**src/logic/mcsi_pkg.sv**
```systemverilog
// shared constants and types for the cpu-space interface of the mmu
// assumes a single 20 mhz clock shared by both ends
package mcsi_pkg;
    localparam int LA_W = 32;                          // full logical address
    localparam int PA_W = 32;                          // physical address
    localparam int D_W  = 16;                          // register data width
    localparam int FC_W = 3;                           // function code width
    localparam logic [2:0] FC_CPU   = 3'h7;            // cpu space code
    localparam int CPU_TYPE_LO      = 16;              // space type field lsb
    localparam logic [3:0] TYPE_BKPT = 4'h0;           // breakpoint ack
    localparam logic [3:0] TYPE_ALC  = 4'h1;           // access level ctl
    localparam logic [3:0] TYPE_COP  = 4'h2;           // coprocessor
    localparam int CPID_LO          = 13;              // coproc id lsb
    localparam logic [2:0] MY_CPID  = 3'h0;            // our coproc id
    localparam int NUM_CIR          = 11;              // interface regs
    localparam int NUM_ALC          = 8;               // access level regs
    localparam int NUM_BKPT         = 8;               // breakpoint pairs
    localparam int SEL_W            = 5;               // word select width
    localparam logic [4:0] CIR_RESP  = 5'h00;          // response
    localparam logic [4:0] CIR_CMD   = 5'h02;          // command (instr)
    localparam logic [4:0] CIR_OPER  = 5'h08;          // operand
    localparam logic [15:0] RESP_IDLE  = 16'h0802;     // done, no service
    localparam logic [15:0] RESP_FETCH = 16'h9504;     // fetch ea operand
    localparam int TC_ENTRIES       = 8;               // translation cache
    localparam int PAGE_LO          = 12;              // page offset bits
    localparam int WALK_CYC         = 4;               // descriptor read len
    typedef logic [LA_W-PAGE_LO-1:0] mcsi_page_t;      // page number
endpackage

```
**src/logic/mcsi_if.sv**
```systemverilog
// logical and physical bus signals between processor end and mmu end
// the testbench instances this and joins both ends through it
`timescale 1ns/1ps
interface mcsi_if;
    import mcsi_pkg::*;
    logic [LA_W-1:0] la;        // logical address
    logic [FC_W-1:0] fc;        // function code
    logic            as_n;      // logical address strobe, low
    logic            rw;        // high = read
    logic [D_W-1:0]  dout_cpu;  // processor write data
    logic [D_W-1:0]  dout_mmu;  // mmu read data
    logic            ack_n;     // mmu terminates cycle, low
    logic            retry_n;   // mmu asks retry, low
    logic            br_n;      // mmu requests logical bus, low
    logic            bg_n;      // processor grants bus, low
    logic [PA_W-1:0] pa;        // physical address
    logic            pas_n;     // physical_addr_strobe, low
    logic            pbusy;     // walk cycle active on physical bus
    logic            pack_n;    // memory acknowledge, low
    logic [D_W-1:0]  pdata;     // memory read data
    logic            fault;     // write-protect violation pulse
    modport mmu (input la, fc, as_n, rw, dout_cpu, bg_n, pack_n, pdata,
                 output dout_mmu, ack_n, retry_n, br_n, pa, pas_n,
                 pbusy, fault);
    modport cpu (output la, fc, as_n, rw, dout_cpu, bg_n,
                 input dout_mmu, ack_n, retry_n, br_n, fault);
endinterface

```
**src/logic/mcsi_mmu.sv**
```systemverilog
// mmu end: cpu space decode, register groups, translation, table walk
// assumes the processor holds address and strobe stable through a cycle
`timescale 1ns/1ps
module mcsi_mmu
    import mcsi_pkg::*;
(
    input  wire logic      clk,
    input  wire logic      nrst,
    mcsi_if.mmu            bus,
    input  wire logic      wr_protect,  // global write-protect switch
    output logic [D_W-1:0] last_cmd,    // last instruction received
    output logic           walk_busy    // table walk in progress
);
    import mcsi_pkg::*;

    typedef enum logic [1:0] {
        S_IDLE = 2'b00,   // watching the logical bus
        S_REQ  = 2'b01,   // bus requested after a miss
        S_WALK = 2'b10,   // descriptor read on physical bus
        S_DONE = 2'b11    // release bus
    } mcsi_st_e;

    typedef struct packed {
        mcsi_st_e                         st;
        logic [NUM_CIR-1:0][D_W-1:0]      coproc_interface_reg;    // interface regs
        logic [NUM_ALC-1:0][D_W-1:0]      alc;    // access level regs
        logic [NUM_BKPT-1:0][D_W-1:0]     bkd;    // breakpoint data
        logic [NUM_BKPT-1:0][D_W-1:0]     bkc;    // breakpoint control
        logic [TC_ENTRIES-1:0]            vld;    // cache valid bits
        logic [TC_ENTRIES-1:0][LA_W-PAGE_LO-1:0] tag;
        logic [TC_ENTRIES-1:0][PA_W-PAGE_LO-1:0] frm;
        logic [2:0]                       vict;   // round-robin victim
        logic [2:0]                       wcnt;   // walk cycle count
        logic [D_W-1:0]                   dout;
        logic                             ack;
        logic                             retry;
        logic                             br;
        logic [PA_W-1:0]                  pa;
        logic                             physical_addr_strobe;
        logic                             pbusy;
        logic                             fault;
        logic                             seen;   // cycle already served
    } mcsi_state_s;

    mcsi_state_s s_r, s_nxt;

    // cpu space decode, purely from logical address and function code
    logic cpu_sp, is_cop, is_alc, is_bkp, sel_ok, hit, strobe;
    logic [SEL_W-1:0] wsel;
    logic [2:0]       hit_idx;
    mcsi_page_t       page;
    assign strobe = ~bus.as_n;
    assign cpu_sp = (bus.fc == FC_CPU);
    assign wsel   = bus.la[SEL_W-1:0];
    assign is_cop = cpu_sp && bus.la[CPU_TYPE_LO +: 4] == TYPE_COP
                 && bus.la[CPID_LO +: 3] == MY_CPID
                 && wsel < SEL_W'(NUM_CIR);
    assign is_alc = cpu_sp && bus.la[CPU_TYPE_LO +: 4] == TYPE_ALC
                 && wsel < SEL_W'(NUM_ALC);
    assign is_bkp = cpu_sp && bus.la[CPU_TYPE_LO +: 4] == TYPE_BKPT;
    assign sel_ok = is_cop | is_alc | is_bkp;
    assign page   = bus.la[LA_W-1:PAGE_LO];

    // fully associative lookup, combinational so a hit costs no cycle
    always_comb begin
        hit     = 1'b0;
        hit_idx = 3'h0;
        for (int i = 0; i < TC_ENTRIES; i++) begin
            if (s_r.vld[i] && s_r.tag[i] == page) begin
                hit     = 1'b1;
                hit_idx = 3'(i);
            end
        end
    end

    // next-state logic for the whole end
    always_comb begin
        s_nxt       = s_r;
        s_nxt.ack   = 1'b0;
        s_nxt.retry = 1'b0;
        s_nxt.fault = 1'b0;
        if (!strobe) begin
            s_nxt.seen = 1'b0;
            // a walk holds its own strobe until memory answers or wcnt reaches WALK_CYC
            if (!s_r.pbusy) begin
                s_nxt.physical_addr_strobe = 1'b0;
            end
        end
        unique case (s_r.st)
            S_IDLE: begin
                if (strobe && !s_r.seen && cpu_sp) begin
                    s_nxt.seen = 1'b1;
                    if (sel_ok) begin
                        s_nxt.ack = 1'b1;
                        if (is_cop) begin
                            if (!bus.rw) begin
                                s_nxt.coproc_interface_reg[wsel] = bus.dout_cpu;
                                if (wsel == CIR_CMD) begin
                                    // ask for an operand once
                                    s_nxt.coproc_interface_reg[CIR_RESP] = RESP_FETCH;
                                end
                                if (wsel == CIR_OPER) begin
                                    s_nxt.coproc_interface_reg[CIR_RESP] = RESP_IDLE;
                                end
                            end else begin
                                s_nxt.dout = s_r.coproc_interface_reg[wsel];
                            end
                        end else if (is_alc) begin
                            if (!bus.rw) begin
                                s_nxt.alc[wsel[2:0]] = bus.dout_cpu;
                            end else begin
                                s_nxt.dout = s_r.alc[wsel[2:0]];
                            end
                        end else if (!bus.rw) begin
                            // setup write loads the replacement word
                            s_nxt.bkd[bus.la[4:2]] = bus.dout_cpu;
                        end else begin
                            // breakpoint vector picks the register pair
                            s_nxt.dout = s_r.bkd[bus.la[4:2]];
                            s_nxt.bkc[bus.la[4:2]] =
                                s_r.bkc[bus.la[4:2]] + 16'h0001;
                        end
                    end
                    // other cpu space cycles are left to other logic
                end else if (strobe && !s_r.seen && !cpu_sp) begin
                    if (hit) begin
                        if (!bus.rw && wr_protect) begin
                            s_nxt.fault = 1'b1;
                            s_nxt.seen  = 1'b1;
                        end else begin
                            s_nxt.pa  = {s_r.frm[hit_idx],
                                         bus.la[PAGE_LO-1:0]};
                            s_nxt.physical_addr_strobe = 1'b1;
                            s_nxt.seen = 1'b1;
                        end
                    end else begin
                        s_nxt.retry = 1'b1;
                        s_nxt.br    = 1'b1;
                        s_nxt.seen  = 1'b1;
                        s_nxt.tag[s_r.vict] = page;
                        s_nxt.st    = S_REQ;
                    end
                end
            end
            S_REQ: begin
                // wait for grant with the logical bus idle
                if (!bus.bg_n && !strobe) begin
                    s_nxt.st    = S_WALK;
                    s_nxt.pbusy = 1'b1;
                    s_nxt.wcnt  = 3'h0;
                    // descriptor address only, never data or code
                    s_nxt.pa    = {s_r.alc[0], s_r.tag[s_r.vict][15:0]};
                    s_nxt.physical_addr_strobe   = 1'b1;
                end
            end
            S_WALK: begin
                s_nxt.wcnt = s_r.wcnt + 3'h1;
                if (!bus.pack_n || s_r.wcnt == 3'(WALK_CYC)) begin
                    // only the descriptor word is kept, never other data
                    s_nxt.frm[s_r.vict] =
                        (PA_W-PAGE_LO)'(bus.pdata);
                    s_nxt.vld[s_r.vict] = 1'b1;
                    s_nxt.vict  = s_r.vict + 3'h1;
                    s_nxt.physical_addr_strobe   = 1'b0;
                    s_nxt.pbusy = 1'b0;
                    s_nxt.st    = S_DONE;
                end
            end
            S_DONE: begin
                s_nxt.br = 1'b0;
                s_nxt.st = S_IDLE;
            end
            default: s_nxt.st = S_IDLE;
        endcase
    end

    // single register stage for the whole end
    always_ff @(posedge clk) begin
        if (!nrst) begin
            s_r <= '0;
            s_r.coproc_interface_reg[CIR_RESP] <= RESP_IDLE;
        end else begin
            s_r <= s_nxt;
        end
    end

    assign bus.dout_mmu = s_r.dout;
    assign bus.ack_n    = ~s_r.ack;
    assign bus.retry_n  = ~s_r.retry;
    assign bus.br_n     = ~s_r.br;
    assign bus.pa       = s_r.pa;
    assign bus.pas_n    = ~s_r.physical_addr_strobe;
    assign bus.pbusy    = s_r.pbusy;
    assign bus.fault    = s_r.fault;
    assign last_cmd     = s_r.coproc_interface_reg[CIR_CMD];
    assign walk_busy    = s_r.pbusy;
endmodule

```
**src/flat_wrapper.sv**
```systemverilog
// flat-port wrapper written by rule: the top's interface ports become plain ports
module mcsi_mmu_flat import mcsi_pkg::*;
  (clk, nrst, wr_protect, last_cmd, walk_busy, bus_la, bus_fc, bus_as_n, bus_rw, bus_dout_cpu, bus_bg_n, bus_pack_n, bus_pdata, bus_dout_mmu, bus_ack_n, bus_retry_n, bus_br_n, bus_pa, bus_pas_n, bus_pbusy, bus_fault);
  mcsi_if bus_i ();
  input  wire logic clk;
  input  wire logic nrst;
  input  wire logic wr_protect;
  output logic [D_W-1:0] last_cmd;
  output logic walk_busy;
  input wire logic [$bits(bus_i.la)-1:0] bus_la;
  input wire logic [$bits(bus_i.fc)-1:0] bus_fc;
  input wire logic [$bits(bus_i.as_n)-1:0] bus_as_n;
  input wire logic [$bits(bus_i.rw)-1:0] bus_rw;
  input wire logic [$bits(bus_i.dout_cpu)-1:0] bus_dout_cpu;
  input wire logic [$bits(bus_i.bg_n)-1:0] bus_bg_n;
  input wire logic [$bits(bus_i.pack_n)-1:0] bus_pack_n;
  input wire logic [$bits(bus_i.pdata)-1:0] bus_pdata;
  output wire logic [$bits(bus_i.dout_mmu)-1:0] bus_dout_mmu;
  output wire logic [$bits(bus_i.ack_n)-1:0] bus_ack_n;
  output wire logic [$bits(bus_i.retry_n)-1:0] bus_retry_n;
  output wire logic [$bits(bus_i.br_n)-1:0] bus_br_n;
  output wire logic [$bits(bus_i.pa)-1:0] bus_pa;
  output wire logic [$bits(bus_i.pas_n)-1:0] bus_pas_n;
  output wire logic [$bits(bus_i.pbusy)-1:0] bus_pbusy;
  output wire logic [$bits(bus_i.fault)-1:0] bus_fault;
  assign bus_i.la = bus_la;
  assign bus_i.fc = bus_fc;
  assign bus_i.as_n = bus_as_n;
  assign bus_i.rw = bus_rw;
  assign bus_i.dout_cpu = bus_dout_cpu;
  assign bus_i.bg_n = bus_bg_n;
  assign bus_i.pack_n = bus_pack_n;
  assign bus_i.pdata = bus_pdata;
  assign bus_dout_mmu = bus_i.dout_mmu;
  assign bus_ack_n = bus_i.ack_n;
  assign bus_retry_n = bus_i.retry_n;
  assign bus_br_n = bus_i.br_n;
  assign bus_pa = bus_i.pa;
  assign bus_pas_n = bus_i.pas_n;
  assign bus_pbusy = bus_i.pbusy;
  assign bus_fault = bus_i.fault;
  mcsi_mmu u_core (.clk(clk), .nrst(nrst), .bus(bus_i), .wr_protect(wr_protect), .last_cmd(last_cmd), .walk_busy(walk_busy));
endmodule
```
**config.mk**
```make
export PLATFORM = sky130hd
export DESIGN_NAME = mcsi_mmu_flat
export DESIGN_NICKNAME = d
export VERILOG_FILES = /design/src/logic/mcsi_pkg.sv /design/src/logic/mcsi_if.sv /design/src/logic/mcsi_mmu.sv /design/src/flat_wrapper.sv
export SDC_FILE = /design/constraint.sdc
export NUM_CORES = 2
export LEC_CHECK = 0
export BUFFER_PORTS_ARGS = -buffer_cell sky130_fd_sc_hd__clkbuf_2
export CAP_MARGIN = 20
export CORE_MARGIN = 2
export CORE_UTILIZATION = 55
export CTS_CLUSTER_DIAMETER = 30
export DETAILED_ROUTE_END_ITERATION = 7
export GPL_TIMING_DRIVEN = 0
export PLACE_DENSITY = 0.72
export SLEW_MARGIN = 40
export SYNTH_ARGS = -nofsm -noshare
export SYNTH_HDL_FRONTEND = slang
export SYNTH_SLANG_ARGS = --single-unit
```
**constraint.sdc**
```tcl
create_clock -name clk -period 4 [get_ports clk]
set_clock_uncertainty 0.2 [all_clocks]
set_input_delay 0.2 -clock clk [delete_from_list [all_inputs] [get_ports clk]]
set_output_delay 0.2 -clock clk [all_outputs]
set_load 0.01 [all_outputs]
```
---- Word level (Yosys, flattened, before mapping) ----
Cells that the tools add are included.
operators by class
  divide/modulo/power cells ............... 0
  reductions and logical operators ........ 49
  magnitude comparators ................... 11
  bitwise gates (word level) .............. 16
  equality and inequality tests ........... 24
  shift-type cells ........................ 0
  multipliers ............................. 0
  mux-type cells .......................... 75
  $add $sub $neg .......................... 2
operator list
  cell                  count
  $bwmux W160           2
  $bwmux W128           2
  $mux W16              14
  $bwmux W176           1
  $eq A20 B20 Y1        8
  $bmux W20 S3          2
  $mux W34              3
  $bmux W16 S3          2
  $demux W16 S3         2
  $mux W33              2
  $bmux W16 S4          1
  $demux W16 S4         1
  $pmux W32 S2          1
  $demux W20 S3         1
  $mux W20              2
  $logic_and A1 B1 Y1   23
  $mux W2               10
  $mux W1               18
  $reduce_and A6 Y1     3
  $lt A3 B4 Y1 const B  4
  $mux W3               5
  $not A1 Y1            13
  $reduce_and A4 Y1     3
  $lt A5 B4 Y1 const B  2
  31 further kinds      52
storage, ports and cells
  register bits ........................... 823
  output and inout port bits .............. 71
  memories kept ........................... 0
  bits in latches ......................... 0
  bits in read-only memories .............. 0
  RAM bits ................................ 0
  logic and storage cells ................. 233

---- Depth between registers and ports, before layout ----
  depth after elaboration ................. 16
  depth in mapped cells ................... 13
  depth with buffers taken out ............ 9

---- Worst setup path before layout ----
OpenSTA, ideal clock, no wires.
  path type ............................... reg-to-reg
  from .................................... reg u_core.s_r[949] (netlist name)
  to ...................................... reg u_core.s_r[544] (netlist name)
  data required time ...................... 3.724 ns
  path buffers ............................ 2
  cell stages (with the launch flop) ...... 12
  clock period less this slack ............ 2.763 ns
  arrival ................................. 2.487 ns
  setup slack ............................. 1.237 ns
  cells stage by stage .................... dfxtp_1 > inv_1 > ha_1 > buf_2 > nand3_1 > or2_2 > nor4_1 > nand2_1 > nor3_1 > clkbuf_1 > nand2_1 > a21boi_0
on the way
  word-level cells in the longest chain between the ends .. 2
RTL lines
  element                             line             RTL
  start: declaration                  mcsi_mmu.sv:45   mcsi_state_s s_r, s_nxt;
  start signal: assignment            mcsi_mmu.sv:183  s_r <= s_nxt;
  $logic_not A2 Y1                    mcsi_mmu.sv:89   unique case (s_r.st)
  $reduce_and A6 Y1 (no source line)  --
No other way between the ends.
A chain may end at the register's enable or synchronous reset.

---- Worst setup path after layout ----
  from .................................... reg u_core.s_r[253] (netlist name)
  to ...................................... reg u_core.s_r[310] (netlist name)
on the way
  word-level cells in the longest chain between the ends .. 11
RTL lines
  element                             line            RTL
  $eq A20 B20 Y1                      mcsi_mmu.sv:69  if (s_r.vld[i] && s_r.tag[i] == page) begin
  $logic_and A1 B1 Y1                 mcsi_mmu.sv:69
  $mux W1 (7 in a row)                mcsi_mmu.sv:69
  $not A1 Y1 (no source line)         --
  $reduce_and A4 Y1 (no source line)  --
No other way between the ends.

==> metrics.cfg <==
[status]
outcome=finished, violations left
violations_in_the_final_reports=design-rule violations

[worst_setup_path]
timing.reg2reg.setup_slack_ns=0.03
crit_type=reg -> reg
cp_data_required_time_ns=4.42
critPathCaptureType=flip-flop
critical_path.max_stage_delay_ns=0.55
critical-path-slowest-cell=sky130_fd_sc_hd__nor4_4
critical_path_peak_fanout=10
crit_chain=xor2_1 > nor4_1 > and3_1 > a22oi_1 > buf_2 > o211ai_1 > nor4_4 > buf_2 > nand2_1 > clkbuf_1 > nand2_1 > a21boi_0
cp-start-kind=flip-flop
worst-endpoint-arrival_ns=4.39
worst_r2r_path_depth=12

[die]
site_rows=96
die_width_um=267
floorplan.die.height_um=267
ios=145
floorplan.die_area_um2=71400
floorplan.initialDensity=0.556
area_of_the_core_um2=68600

[yosys]
netlist_instances=4526
synthTopCellsByArea=sky130_fd_sc_hd__dfxtp_1 42%, sky130_fd_sc_hd__nand2_1 13%, sky130_fd_sc_hd__a21boi_0 13%, sky130_fd_sc_hd__mux4_2 5.7%, sky130_fd_sc_hd__clkbuf_1 3.1%
synth.ff_latch_count=791
synth_top_area_frac=0.415
avgSynthCellArea_um2=8.42
yosysMostFrequentCell=sky130_fd_sc_hd__nand2_1
unique_cell_type_count_in_the_yosys_netlist=64
postSynthNetCount=4607
synth.top_cells.by_count=1316 x sky130_fd_sc_hd__nand2_1, 791 x sky130_fd_sc_hd__dfxtp_1, 657 x sky130_fd_sc_hd__a21boi_0, 311 x sky130_fd_sc_hd__clkbuf_1, 215 x sky130_fd_sc_hd__nand3_1
synth-warning-count=0
async_reset_ff_frac=0
yosysSeqAreaShare=0.415
total_standard_cell_area_after_synthesis_um2=38100
ys_dominant_reg_cell=sky130_fd_sc_hd__dfxtp_1
synth_edf_count=0
yosys.area.top_type=sky130_fd_sc_hd__dfxtp_1

[global_route]
grt_pass1_vias=34000
initial_antenna_violation_count=5
globalRouteMet1Util=0.483
met3_track_demand_over_resource_in_global_routing=0.0971
global_route.usage.total=0.387
grt_remaining_overflow=0
top_usage_layer=met2
first_pass_grt_wire_length_um=209000
grt_max_degree=17
groute.layer.met2.usage=0.603

[place]
hpwl_dp_um=98500
placement.io_buffers=89
numPlacedInstances=5546
placement.setup.worst_slack_ns=-0.278
gp_routability_congestion=1.04

[cells_and_area]
nNetsFinal=4923
fin_cells=5900
fraction_of_layout_instances_using_a_drive_strength_above_1=0.139
area_growth_syn_to_layout_pct=20.9

[drt]
vias=36000
route.detailed.drc=12
wl_per_cell_um=23.9
drtAntennaViolNets=0
drt_iter0_drc=4673
wl_um=141000
post_drt_via_cell_ratio=6.10
drt-pass1-iter-count=8

[worst_hold_path]
instance_count_along_the_most_critical_hold_path=4
worst_hold_path_type=in -> reg

[sta]
timing_hold_violations_final=0
worst_hold_slack_ns=0.102
period_minus_slack_ns=3.97
worst_slew_pin_slew_ns=0.987
report.final.slew_viol_count=0
unrepaired_setup_endpoints_after_global_routing=false
setup-tns-final_ns=0
timing.fmax_mhz=252
setup_violations=0
layout_setup_ws_ns=0.0281
final_min_period_over_clock_period=0.993
slew-limit-headroom=0.342

[clock_network]
clockBufferDepth=3
post_cts_setup_bufs=0
tritoncts=yes
cts_inserted_buffers=157
ctsRootBufferMaster=sky130_fd_sc_hd__clkbuf_16
cts.sink_count=791
clock_latency_on_the_worst_skew_pair_ns=0.74
worst_setup_hold_path_clk_slew_ns=0.06
cts_htree_levels=4

[job]
timing.max_cap.violations=0

[power_and_ir_drop]
cellPowerDensity_nw_per_um2=540
leakagePower_uw=0.0158
vdd_ir_drop_max_v=0.000501

## layout by cell type, fill, tap and decap left out, types with 56 or more instances in the layout
cell	n
sky130_fd_sc_hd__a21boi_0	657
sky130_fd_sc_hd__a21oi_1	56
sky130_fd_sc_hd__a22oi_1	63
sky130_fd_sc_hd__buf_2	73
sky130_fd_sc_hd__buf_4	96
sky130_fd_sc_hd__clkbuf_1	303
sky130_fd_sc_hd__clkbuf_16	164
sky130_fd_sc_hd__clkbuf_2	114
sky130_fd_sc_hd__dfxtp_1	791
sky130_fd_sc_hd__dlygate4sd3_1	66
sky130_fd_sc_hd__mux2i_1	99
sky130_fd_sc_hd__mux4_2	96
sky130_fd_sc_hd__nand2_1	1316
sky130_fd_sc_hd__nand3_1	215
sky130_fd_sc_hd__xnor2_1	96
sky130_fd_sc_hd__xor2_1	66
## registers in the layout (all words and copies together), names as in the netlist
register and count:
u_core.s_r 725, u_core.bus.pa 32, u_core.bus.dout_mmu 16, u_core.last_cmd 16, u_core.bus.fault 1, u_core.bus.pbusy 1
## routing by layer
metal	vias up	share of wire
li1	16000	-
met1	17200	0.38
met2	2233	0.44
met3	583	0.11
met4	6	0.070
met5	-	0.00033
## power by group
| part | internal (uW) | total (uW) | switching, uW |
|---|---|---|---|
| Combinational | 986 | 2800 | 1820 |
| Clock | 9230 | 13800 | 4520 |
| Sequential | 8120 | 8320 | 196 |
| Total | 18300 | 24900 | 6540 |
## final timing paths
check                                   end                         start
max            u_core.s_r[310]$_SDFFE_PN0P_  u_core.s_r[253]$_SDFFE_PN0P_
min          u_core.bus.pa[10]$_SDFFE_PN0P_                    bus_la[10]
max reg2reg    u_core.s_r[310]$_SDFFE_PN0P_  u_core.s_r[253]$_SDFFE_PN0P_
min reg2reg    u_core.s_r[562]$_SDFFE_PN0P_  u_core.s_r[562]$_SDFFE_PN0P_
## metrics by stage
step | total power [uW] | area (um2) | util
after CTS | 24700 | 46000 | 0.671
after detailed placement | 11100 | 39800 | 0.580
after global routing | 25400 | 46100 | 0.672
after global placement | 11100 | 39700 | 0.579
after floorplan | 10100 | 38100 | -
final | 24900 | 46100 | 0.672
## critical path, delay by kind of cell, from the launching register on
family	cells	cell delay (ns)
AOI/OAI and AO/OA	3	0.70
xor gates and xnor gates	1	0.33
buffers and inverters	3	0.91
DFF	1	0.46
and+or+nand+nor	5	1.24
## final cells by class
class	count	area (um2)
plain buffers	497	2370
clock buffers	200	4510
well taps	931	1160
flip-flops and latches	791	15800
clock inverters	83	1060
multi-input cells	3194	19900
fillers	5569	22500
inverters	44	165
repair buffers	157	1120
diodes	3	7.51
## what timing repair did
action,CTS,global route
endpoints found under the setup margin,2,51
hold buffers,66,0
resized for setup,1,14
hold endpoints to repair,406,0
## cells by family (layout without fill, tap and decap cells)
kind of cell | Yosys count | after routing | synth area share
AND/OR/NAND/NOR | 1793 | 1793 | 0.198
buffers and inverters | 541 | 981 | 0.0658
adder cells (fa/ha/maj) | 7 | 7 | 0.00230
XOR/XNOR | 162 | 162 | 0.0372
AO/OA/AOI/OAI | 1030 | 1030 | 0.196
multiplexers | 202 | 202 | 0.0848
flip-flops | 791 | 791 | 0.415
other | 0 | 3 | 0
No activity file was read; power rests on OpenSTA's default activity.
